### src/tilt_regs.svh
// register offsets, field positions, reset values and timing counts
`ifndef TILT_REGS_SVH
`define TILT_REGS_SVH

// register byte offsets
`define REG_CTRL        8'h00
`define REG_STATUS      8'h04
`define REG_IRQ_STAT    8'h08
`define REG_IRQ_MASK    8'h0C
`define REG_SPEED_X     8'h10
`define REG_SPEED_Y     8'h14
`define REG_SPEED_Z     8'h18

// control register fields
`define CTRL_FILTER_BIT 0
`define CTRL_RESET      32'h0000_0000

// interrupt status and mask fields
`define IRQ_TX_DONE     0
`define IRQ_SPEED_RX    1
`define IRQ_SPEED_STALE 2
`define IRQ_SEVERE      3
`define IRQ_WIDTH       4

// status byte fields
`define ST_TEMP_INACT   0
`define ST_BIAS_LIMIT   1
`define ST_ACCEL_NEED   2
`define ST_IN_MOTION    3
`define ST_SEVERE       4

// frame byte layout
`define FRM_LONG_LSB    0
`define FRM_LAT_LSB     16
`define FRM_STAT_LSB    32
`define FRM_WIDTH       40

// angle limits in counts of 0.01 degree
`define LONG_MAX        16'sh4650
`define LONG_MIN        -16'sh4650
`define LAT_MAX         16'sh2328
`define LAT_MIN         -16'sh2328

// timing
`define SPEED_REFRESH_MS 5
`define CLK_KHZ          100000

`endif
### src/tilt_pkg.sv
// types shared by the inclination framer
package tilt_pkg;

	typedef enum logic {
		FILTER_COMPL,
		FILTER_KALMAN
	} filter_type;

	typedef struct packed {
		logic [39:0] frame;
		logic        tx_valid;
		logic [3:0]  irq_stat;
		logic [3:0]  irq_mask;
		filter_type  filter;
		logic [31:0] rdata;
		logic [31:0] stale_cnt;
		logic        speed_live;
		logic        severe_prev;
	} framer_state_type;

	typedef struct packed {
		logic [15:0] x;
		logic [15:0] y;
		logic [15:0] z;
	} speed_state_type;

endpackage

### src/speed_if.sv
// carrier between the framer and its speed store
`timescale 1ns/10ps
interface speed_if;
	logic        wr;
	logic [2:0]  map;
	logic [47:0] data;
	logic        clear;
	logic [15:0] x;
	logic [15:0] y;
	logic [15:0] z;

	modport store (
		input  wr,
		input  map,
		input  data,
		input  clear,
		output x,
		output y,
		output z
	);
	modport user (
		output wr,
		output map,
		output data,
		output clear,
		input  x,
		input  y,
		input  z
	);
endinterface

### src/speed_store.sv
// holds the latest three-axis speed taken from the receive object
`timescale 1ns/10ps
module speed_store
	import tilt_pkg::*;
(
	input wire logic clk_sys,
	input wire logic rst,
	speed_if.store   sp
);

	speed_state_type st_q;
	speed_state_type st_d;

	// each mapped component updates alone, unmapped ones keep their value
	always_comb begin
		st_d = st_q;
		if (sp.clear) begin
			st_d = '0;
		end else if (sp.wr) begin
			if (sp.map[0]) st_d.x = sp.data[15:0];
			if (sp.map[1]) st_d.y = sp.data[31:16];
			if (sp.map[2]) st_d.z = sp.data[47:32];
		end
	end

	// update may land on any cycle, no alignment to the transmit cycle
	always_ff @(posedge clk_sys) begin
		if (rst) begin
			st_q <= '0;
		end else begin
			st_q <= st_d;
		end
	end

	assign sp.x = st_q.x;
	assign sp.y = st_q.y;
	assign sp.z = st_q.z;
endmodule

### src/tilt_framer.sv
// inclination transmit framer with speed receive path and register port
//
// The implementer's own choices: the strobed register port and the register addresses.
`timescale 1ns/10ps
`include "tilt_regs.svh"
module tilt_framer
	import tilt_pkg::*;
#(
	parameter int unsigned SPEED_TIMEOUT_CYCLES =
		`SPEED_REFRESH_MS * `CLK_KHZ
)
(
	input  wire logic        clk_sys,
	input  wire logic        rst,
	input  wire logic [7:0]  reg_addr,
	input  wire logic [31:0] reg_wdata,
	input  wire logic        reg_wr,
	input  wire logic        reg_rd,
	output logic      [31:0] reg_rdata,
	input  wire logic        sample_valid,
	input  wire logic [15:0] incl_long,
	input  wire logic [15:0] incl_lat,
	input  wire logic        temp_comp_active,
	input  wire logic        bias_at_limit,
	input  wire logic        accel_support_needed,
	input  wire logic        in_motion,
	input  wire logic        severe_error,
	output logic      [39:0] tx_frame,
	output logic             tx_valid,
	input  wire logic        tx_ready,
	input  wire logic        rx_valid,
	input  wire logic [2:0]  rx_map,
	input  wire logic [47:0] rx_speed,
	output logic             filter_kalman,
	output logic             speed_use,
	output logic      [15:0] speed_x,
	output logic      [15:0] speed_y,
	output logic      [15:0] speed_z,
	output logic             irq
);

	framer_state_type s_q;
	framer_state_type s_d;
	speed_if          sp ();

	logic [7:0]  status_byte;
	logic [3:0]  irq_event;
	logic        stale_hit;
	logic        kalman;
	logic [31:0] rd_word;

	// clamp a signed sample into the printed measuring range
	function automatic logic [15:0] clamp(input logic signed [15:0] v,
		input logic signed [15:0] lo, input logic signed [15:0] hi);
		logic [15:0] r;
		r = v;
		if (v > hi) r = hi;
		if (v < lo) r = lo;
		return r;
	endfunction

	assign kalman = (s_q.filter == FILTER_KALMAN);

	// status byte; the kalman layout keeps only temp and severe bits
	always_comb begin
		status_byte = 8'h00;
		status_byte[`ST_TEMP_INACT] = ~temp_comp_active;
		status_byte[`ST_SEVERE]     = severe_error;
		if (!kalman) begin
			status_byte[`ST_BIAS_LIMIT] = bias_at_limit;
			status_byte[`ST_ACCEL_NEED] = accel_support_needed;
			status_byte[`ST_IN_MOTION]  = in_motion;
		end
	end

	// stale speed: partner is expected to refresh well within the timeout
	assign stale_hit = kalman && s_q.speed_live && !rx_valid &&
		(s_q.stale_cnt == SPEED_TIMEOUT_CYCLES - 1);

	// interrupt sources, each a one-cycle event
	always_comb begin
		irq_event = '0;
		irq_event[`IRQ_TX_DONE]     = s_q.tx_valid && tx_ready;
		irq_event[`IRQ_SPEED_RX]    = rx_valid;
		irq_event[`IRQ_SPEED_STALE] = stale_hit;
		irq_event[`IRQ_SEVERE]      = severe_error && !s_q.severe_prev;
	end

	// read decode; unmapped addresses read zero
	always_comb begin
		rd_word = 32'h0000_0000;
		unique case (reg_addr)
			`REG_CTRL:     rd_word[`CTRL_FILTER_BIT] = kalman;
			`REG_STATUS:   rd_word = {24'h00_0000, status_byte};
			`REG_IRQ_STAT: rd_word = {28'h000_0000, s_q.irq_stat};
			`REG_IRQ_MASK: rd_word = {28'h000_0000, s_q.irq_mask};
			`REG_SPEED_X:  rd_word = {16'h0000, sp.x};
			`REG_SPEED_Y:  rd_word = {16'h0000, sp.y};
			`REG_SPEED_Z:  rd_word = {16'h0000, sp.z};
			default:       rd_word = 32'h0000_0000;
		endcase
	end

	// next state of the whole framer
	always_comb begin
		s_d = s_q;
		s_d.severe_prev = severe_error;
		s_d.rdata = reg_rd ? rd_word : 32'h0000_0000;
		// a pending frame leaves on ready; a new sample replaces it
		if (s_q.tx_valid && tx_ready) begin
			s_d.tx_valid = 1'b0;
		end
		if (sample_valid) begin
			s_d.frame[`FRM_LONG_LSB +: 16] =
				clamp(incl_long, `LONG_MIN, `LONG_MAX);
			s_d.frame[`FRM_LAT_LSB +: 16] =
				clamp(incl_lat, `LAT_MIN, `LAT_MAX);
			s_d.frame[`FRM_STAT_LSB +: 8] = status_byte;
			s_d.tx_valid = 1'b1;
		end
		// software writes; clear-by-one loses against a same-cycle event
		if (reg_wr) begin
			unique case (reg_addr)
				`REG_CTRL: s_d.filter =
					filter_type'(reg_wdata[`CTRL_FILTER_BIT]);
				`REG_IRQ_STAT: s_d.irq_stat =
					s_q.irq_stat & ~reg_wdata[`IRQ_WIDTH-1:0];
				`REG_IRQ_MASK: s_d.irq_mask = reg_wdata[`IRQ_WIDTH-1:0];
				default: ;
			endcase
		end
		s_d.irq_stat = s_d.irq_stat | irq_event;
		// timeout counter restarts on every speed update
		if (rx_valid) begin
			s_d.stale_cnt  = 32'h0000_0000;
			s_d.speed_live = 1'b1;
		end else if (stale_hit || !kalman) begin
			s_d.stale_cnt  = 32'h0000_0000;
			s_d.speed_live = 1'b0;
		end else if (s_q.speed_live) begin
			s_d.stale_cnt = s_q.stale_cnt + 32'h0000_0001;
		end
	end

	// single register stage for all framer state except the speed values, which the speed store holds
	always_ff @(posedge clk_sys) begin
		if (rst) begin
			s_q <= '0;
		end else begin
			s_q <= s_d;
		end
	end

	// speed store is fed straight from the receive object
	assign sp.wr    = rx_valid;
	assign sp.map   = rx_map;
	assign sp.data  = rx_speed;
	assign sp.clear = stale_hit || !kalman;

	speed_store u_speed (
		.clk_sys (clk_sys),
		.rst     (rst),
		.sp      (sp)
	);

	// outputs; speed reaches the fusion only in kalman mode
	assign speed_use     = kalman && s_q.speed_live;
	assign speed_x       = speed_use ? sp.x : 16'h0000;
	assign speed_y       = speed_use ? sp.y : 16'h0000;
	assign speed_z       = speed_use ? sp.z : 16'h0000;
	assign filter_kalman = kalman;
	assign tx_frame      = s_q.frame;
	assign tx_valid      = s_q.tx_valid;
	assign reg_rdata     = s_q.rdata;
	assign irq           = |(s_q.irq_stat & s_q.irq_mask);
endmodule

### config.mk
export PLATFORM = sky130hd
export DESIGN_NAME = tilt_framer
export DESIGN_NICKNAME = d
export VERILOG_FILES = /design/src/tilt_pkg.sv /design/src/speed_if.sv /design/src/speed_store.sv /design/src/tilt_framer.sv
export VERILOG_INCLUDE_DIRS = /design/src
export SDC_FILE = /design/constraint.sdc
export NUM_CORES = 1
export LEC_CHECK = 0
export BUFFER_PORTS_ARGS = -buffer_cell sky130_fd_sc_hd__buf_2
export CORE_ASPECT_RATIO = 0.7
export CORE_MARGIN = 2
export CORE_UTILIZATION = 45
export CTS_BUF_LIST = sky130_fd_sc_hd__clkbuf_4
export DETAILED_ROUTE_END_ITERATION = 8
export GPL_TIMING_DRIVEN = 0
export PLACE_DENSITY = 0.75
export RECOVER_POWER = 25
export SLEW_MARGIN = 10
export SYNTH_ARGS = -nofsm -noshare
export SYNTH_HDL_FRONTEND = slang
export SYNTH_SLANG_ARGS = --single-unit
### constraint.sdc
create_clock -name clk_sys -period 3.9 [get_ports clk_sys]
set_input_delay 0.78 -clock clk_sys [delete_from_list [all_inputs] [get_ports clk_sys]]
set_output_delay 0.78 -clock clk_sys [all_outputs]
set_load 0.03 [all_outputs]
==> out/qor.txt, run 1 <==
Total GRT Usage: 0.2564
Leak: 3.735 nW
Critical path's slowest cell: clkbuf_1
Worst IR Drop VDD: 0.1853 mV
Status: completed
RR Endpoint: s_q[12]$_SDFFE_PP0P_
Drt via density: 5.270
Synthesized cell area: 7164 um^2
Period utilization: 0.7838
Max clock buf depth: 2
Fin cells: 1361
Max cap viols: 0
Num ports: 259
Worst Skew: 27.00 ps
CP cell instances: clkbuf_1, clkbuf_1, and3_1, buf_2
Worst-path clk slew: 140 ps
Ys async rst share: 0
Syn avg cell area: 7.943 um^2
Worst Hold Class: in2reg
Sink of the worst hold path: tx_frame[32]$_SDFFE_PP0P_
GP Congestion: 0.8971
CP Max Fanout: 10
Number of synthesized flops with an enable pin: 0
Post-synth top cells: 145 x dfxtp_1, 132 x nand2_1, 94 x nor2_1, 89 x a21oi_1, 74 x buf_4
Most used cell, CP: clkbuf_1
# DRC: 0
Number of library cell types mapped by synthesis: 55
Hold Path Cell Cnt: 2
CTS H-tree lvls: 4
Die Y: 109.6 um
Total gr overflow: 0
Die Wd: 154.8 um
RSZ-0062 raised after global routing: false
Core area: 15550 um^2
Clock root cell: clkbuf_4
Cell with the most instances after synthesis: dfxtp_1
Critical path's largest stage delay: 450 ps
DR WL/cell: 16.09 um
Reg2Reg Depth: 7
DRT Pass-1 Iters: 6
Critical path buffers and inverters: 3
Initial antenna violation count: 1
Yosys reg bits: 145
Synth area leaders: dfxtp_1 41%, buf_4 7.8%, nand2_1 6.9%, a21oi_1 6.2%, nor2_1 4.9%
Post-CTS Setup Repair Bufs: 0
Buffers added on ports: 208
Arr. time, crit path: 2280 ps
Final Power: 2.803 mW
Commonest register cell after synthesis: dfxtp_1
Startpoint types: register
Nets: 1283
CTS Sinks: 145
Site Rows: 38
CP endpoint kind: primary output
Kind of critical path: reg2out
Synthesized instance count: 902
Vias in the first global route: 6611
Placed cell areas: 8523 um^2
CTS buffer count: 17
PostCTS Resize Cnt: 0
Hold path startpoint: temp_comp_active
Hold Buf Count CTS: 0
Post-route minimum period: 3057 ps
Maximum clock rate: 0.3271 GHz
Slew margin rel.: 0.3148
Max Slew Vio Count: 0
Die Area: 16960 um^2
Pwr Density: 321.2 nW/um^2
First-pass GRT wire length: 34070 um
Sequential share of the synthesized area: 0.4052
Area grow syn2layout: 21.81%
Crit path required time: 3120 ps
Ys Warns: 0
Util after Layout: 0.5613
Post-Route Setup TNS: 0 ps
Largest net degree at the start of global routing: 17
CTS tree: done
Synth top area share: 0.4052
ANT nets after route: 0
Worst-Margin Slew: 1020 ps
Initial DRC Count: 782
Placed insts: 1328
Final instance area: 8727 um^2
R2r setup slk: 1390 ps
Skew-Pair Late Insertion Delay: 550 ps
Post-synth top area cell: dfxtp_1
Initial Util: 0.4608
Final Hold Viols: 0
Worst reg2reg path startpoint: s_q[2]$_SDFFE_PP0P_
CP delay by family, top: buffers and inverters
Share of cells above drive strength 1: 0.2543
Post-Route WL: 21900 um
Final setup fails: 0
Post-DP HPWL: 16890 um
Vias: 7172
-- metrics by stage --
step                      hold slack, ps  worst slack, ps
final                              427.0            843.2
after global routing               402.0            737.7
after detailed placement           456.9            943.0
after CTS                          402.2            858.9
after floorplan                    439.9             1667
after global placement             453.9             1016
-- report_power, final --
| group | total, mW | switching (mW) | internal [mW] | leakage [nW] |
|---|---|---|---|---|
| registers | 1.53 | 0.0159 | 1.51 | 1.18 |
| logic | 0.385 | 0.237 | 0.147 | 2.42 |
| clock network | 0.892 | 0.620 | 0.272 | 0.135 |
-- worst reg2reg max path, delay by kind of cell (launching register included) --
kind,cells,cell delay (ps)
and+or+nand+nor,4,920
adders and majority gates,1,290
buffers and inverters,1,270
AOI/OAI and AO/OA,1,520
DFF,1,420
-- cell usage in the layout (no fill, tap or decap), types with 4 or more instances in the layout --
master       n
nor4b_1      5
clkbuf_1    80
nand2b_1    19
nand3_1     20
nand2_1    132
nand4_1     16
a21oi_1     89
nor3b_1      5
a211oi_1     8
nand3b_1     5
inv_6        6
o21ai_0     17
buf_2      175
nor2b_1      4
o21a_1       5
xor2_1      12
or3_1        5
and3_1      56
a222oi_1     7
mux2i_1     16
and2_1       6
nor4_1      11
a2111oi_0    7
a22o_1       4
buf_4       74
xnor2_1     14
nor2_1      94
nor3_1      21
inv_1       15
conb_1      19
dfxtp_1    145
clkbuf_4    17
-- logic make-up after synthesis --
family / after synthesis / share of synthesized area
other cells: 1 / 0.0005234
compound gates: 156 / 0.1345
simple gates: 413 / 0.2831
fa+ha+maj: 1 / 0.001746
xor+xnor: 26 / 0.03179
mux: 19 / 0.02707
buf+inv: 141 / 0.1161
flops: 145 / 0.4052
-- sequential cells by signal, summed over array words and instances (netlist names) --
register	count
filter_kalman	1
reg_rdata	16
s_q	42
tx_frame	37
tx_valid	1
u_speed.sp.x	16
u_speed.sp.y	16
u_speed.sp.z	16
-- routing by layer --
| metal | up-vias | global-route usage | routed length [um] |
|---|---|---|---|
| met2 | 337 | 0.3846 | 9548 |
| met1 | 3282 | 0.3683 | 10100 |
| li1 | 3525 | - | - |
| met5 | - | 0 | 0 |
| met3 | 28 | 0.06504 | 1899 |
| met4 | 0 | 0.06548 | 347 |
-- worst max path at each step --
stage,start,to,depth (start not counted)
final,filter_kalman$_SDFFE_PP0P_,speed_z[15],4
after global routing,filter_kalman$_SDFFE_PP0P_,speed_x[2],4
after CTS,filter_kalman$_SDFFE_PP0P_,speed_z[15],4
after detailed placement,reg_addr[7],reg_rdata[12]$_SDFF_PP0_,6
after global placement,reg_addr[7],reg_rdata[14]$_SDFF_PP0_,5
after floorplan,reg_addr[7],reg_rdata[12]$_SDFF_PP0_,4
-- area by class of cell --
type | instances | area, um^2
clock inverters | 15 | 122.6
flip-flops and latches | 145 | 2903
inverters | 15 | 56.30
clock buffers | 17 | 127.6
fillers | 1530 | 6820
multi-input cells | 634 | 3492
diodes | 1 | 2.502
well taps | 200 | 250.2
plain buffers | 126 | 775.7
repair buffers | 208 | 997.2
(Power assumes the default switching activity.)
==> run 2, diff against run 1 <==
==> constraint.sdc (replaced) <==
create_clock -name clk_sys -period 2.9 [get_ports clk_sys]
set_input_delay 0.58 -clock clk_sys [delete_from_list [all_inputs] [get_ports clk_sys]]
set_output_delay 0.58 -clock clk_sys [all_outputs]
set_load 0.03 [all_outputs]
==> out/qor.txt, run 2 (synthesized netlist as in run 1, its figures left out) <==
Post-Route WL: 22000 um (+0.46%)
CP endpoint kind: primary output
Hold Buf Count CTS: 0 (unchanged)
Fin cells: 1361 (unchanged)
Placed cell areas: 8523 um^2 (unchanged)
RSZ-0062 raised after global routing: false
Area grow syn2layout: 21.90% (about the same)
Share of cells above drive strength 1: 0.2560 (+0.001724)
GP Congestion: 0.8971 (unchanged)
Crit path required time: 2320 ps (-800 ps)
Core area: 15550 um^2 (unchanged)
CTS H-tree lvls: 4 (unchanged)
Clk network pwr share: 0.318 (about the same)
Setup WS pre-CTS: 143.0 ps (-800.0 ps)
CP Max Fanout: 10 (unchanged)
Kind of critical path: reg2out
Post-route minimum period: 2751 ps
Post-layout worst setup margin: 149.2 ps (-694.0 ps)
Skew-Pair Late Insertion Delay: 560 ps (about the same)
Status: completed
Worst IR Drop VDD: 0.2500 mV (+35%)
CTS buffer count: 17 (unchanged)
Initial Util: 0.4608 (unchanged)
Worst Skew: 23.46 ps (-3.536 ps)
Leak: 3.738 nW (about the same)
Commonest non-fill, non-tap cell in the layout: buf_2
Arr. time, crit path: 2170 ps (-110 ps)
Buffers added on ports: 208 (unchanged)
Die Y: 109.6 um (unchanged)
DR WL/cell: 16.16 um (+0.46%)
Maximum clock rate: 0.3635 GHz
Seq pwr share: 0.544 (about the same)
CTS Sinks: 145 (unchanged)
Post-DP HPWL: 16890 um (unchanged)
# DRC: 0 (unchanged)
Initial DRC Count: 772 (-1.3%)
Worst Hold Class: in2reg
Worst-Margin Slew: 1132 ps (+111.6 ps)
Initial antenna violation count: 1 (unchanged)
Startpoint types: register
Number of flip-flops in the largest register: 42 (unchanged)
CTS tree: done
Final setup fails: 0 (unchanged)
Reg with most FFs: s_q
Final Hold Viols: 0 (unchanged)
Max clock buf depth: 2 (unchanged)
FILL cells: 1530 (unchanged)
Placed insts: 1328 (unchanged)
Util after Layout: 0.5617 (about the same)
Vias: 7151 (-0.29%)
Largest net degree at the start of global routing: 17 (unchanged)
Max Slew Vio Count: 0 (unchanged)
Sw Pwr: 1.176 mW (+35%)
Die Wd: 154.8 um (unchanged)
Logic pwr share: 0.137 (about the same)
Pwr Density: 431.9 nW/um^2 (+34%)
Hold slack: 215.7 ps (-211.3 ps)
First-pass GRT wire length: 34070 um (unchanged)
Site Rows: 38 (unchanged)
Vias in the first global route: 6611 (unchanged)
Slew margin rel.: 0.2399 (-0.07497)
Most frequent cells in the layout: 174 x buf_2, 145 x dfxtp_1, 132 x nand2_1
Die Area: 16960 um^2 (unchanged)
ANT nets after route: 0 (unchanged)
Num ports: 259 (unchanged)
Max cap viols: 0 (unchanged)
Clock root cell: clkbuf_4
Internal Pwr Total: 2.595 mW (+34%)
Period utilization: 0.9486
Total GRT Usage: 0.2564 (unchanged)
Final Power: 3.772 mW (+35%)
Drt via density: 5.254 (-0.29%)
DRT Pass-1 Iters: 6 (unchanged)
Nets: 1283 (unchanged)
Worst-path clk slew: 140 ps (about the same)
Switching share of power: 0.3119 (+0.0005189)
Final instance area: 8733 um^2 (about the same)
Post-Route Setup TNS: 0 ps (unchanged)
Total gr overflow: 0 (unchanged)
run 2: cell count changes in the layout (fill, tap and decap cells not counted), sizes merged:
| cell | before | now |
|---|---|---|
| clkbuf | 97 | 98 |
| buf | 254 | 253 |
run 2: area by class of cell:
cell class	count	area, um^2	area share
plain buffers	126	778.2	0.08911
inverters	15	56.30	0.006447
multi-input cells	634	3497	0.4004
clock buffers	17	127.6	0.01461
flip-flops and latches	145	2903	0.3324
clock inverters	15	122.6	0.01404
repair buffers	208	996.0	0.1140
well taps	200	250.2	0.02865
diodes	1	2.502	0.0002865
run 2: power groups by stage:
stage	clock network, mW	registers, mW	logic (mW)
floorplan	0	2.09	0.337
global placement	0	2.10	0.514
detailed placement	0	2.10	0.517
CTS	1.21	2.05	0.519
global route	1.30	2.06	0.563
finish	1.20	2.05	0.518
run 2: timing repair:
| action | CTS | global route |
|---|---|---|
| buffers inserted | 0 | 0 |
| endpoints found under the setup margin | 0 | 27 |
| endpoints found under the hold margin | 0 | 0 |
| gates resized for setup | 0 | 4 |
run 2: critical path, stage by stage, from the launching register on:
cell	delay [ps]
dfxtp_1	360
clkbuf_1	390
clkbuf_1	390
and3_1	270
buf_2	210
run 2: path summary, 6_finish.rpt:
check / cells past startpoint / startpoint / end / slack [ps]
max: 4 / s_q[1]$_SDFFE_PP0P_ / speed_y[8] / 150
min: 2 / temp_comp_active / tx_frame[32]$_SDFFE_PP0P_ / 220
max reg2reg: 7 / s_q[2]$_SDFFE_PP0P_ / s_q[12]$_SDFFE_PP0P_ / 490
min reg2reg: 2 / u_speed.sp.y[1]$_SDFFE_PP0P_ / u_speed.sp.y[1]$_SDFFE_PP0P_ / 480
run 2: routing by layer:
layer / track usage / vias up / part of all wire
met2: 0.3846 / 340 / 0.43
li1: - / 3525 / -
met1: 0.3683 / 3262 / 0.46
met5: 0 / - / 0
met4: 0.06548 / 0 / 0.016
met3: 0.06504 / 24 / 0.089
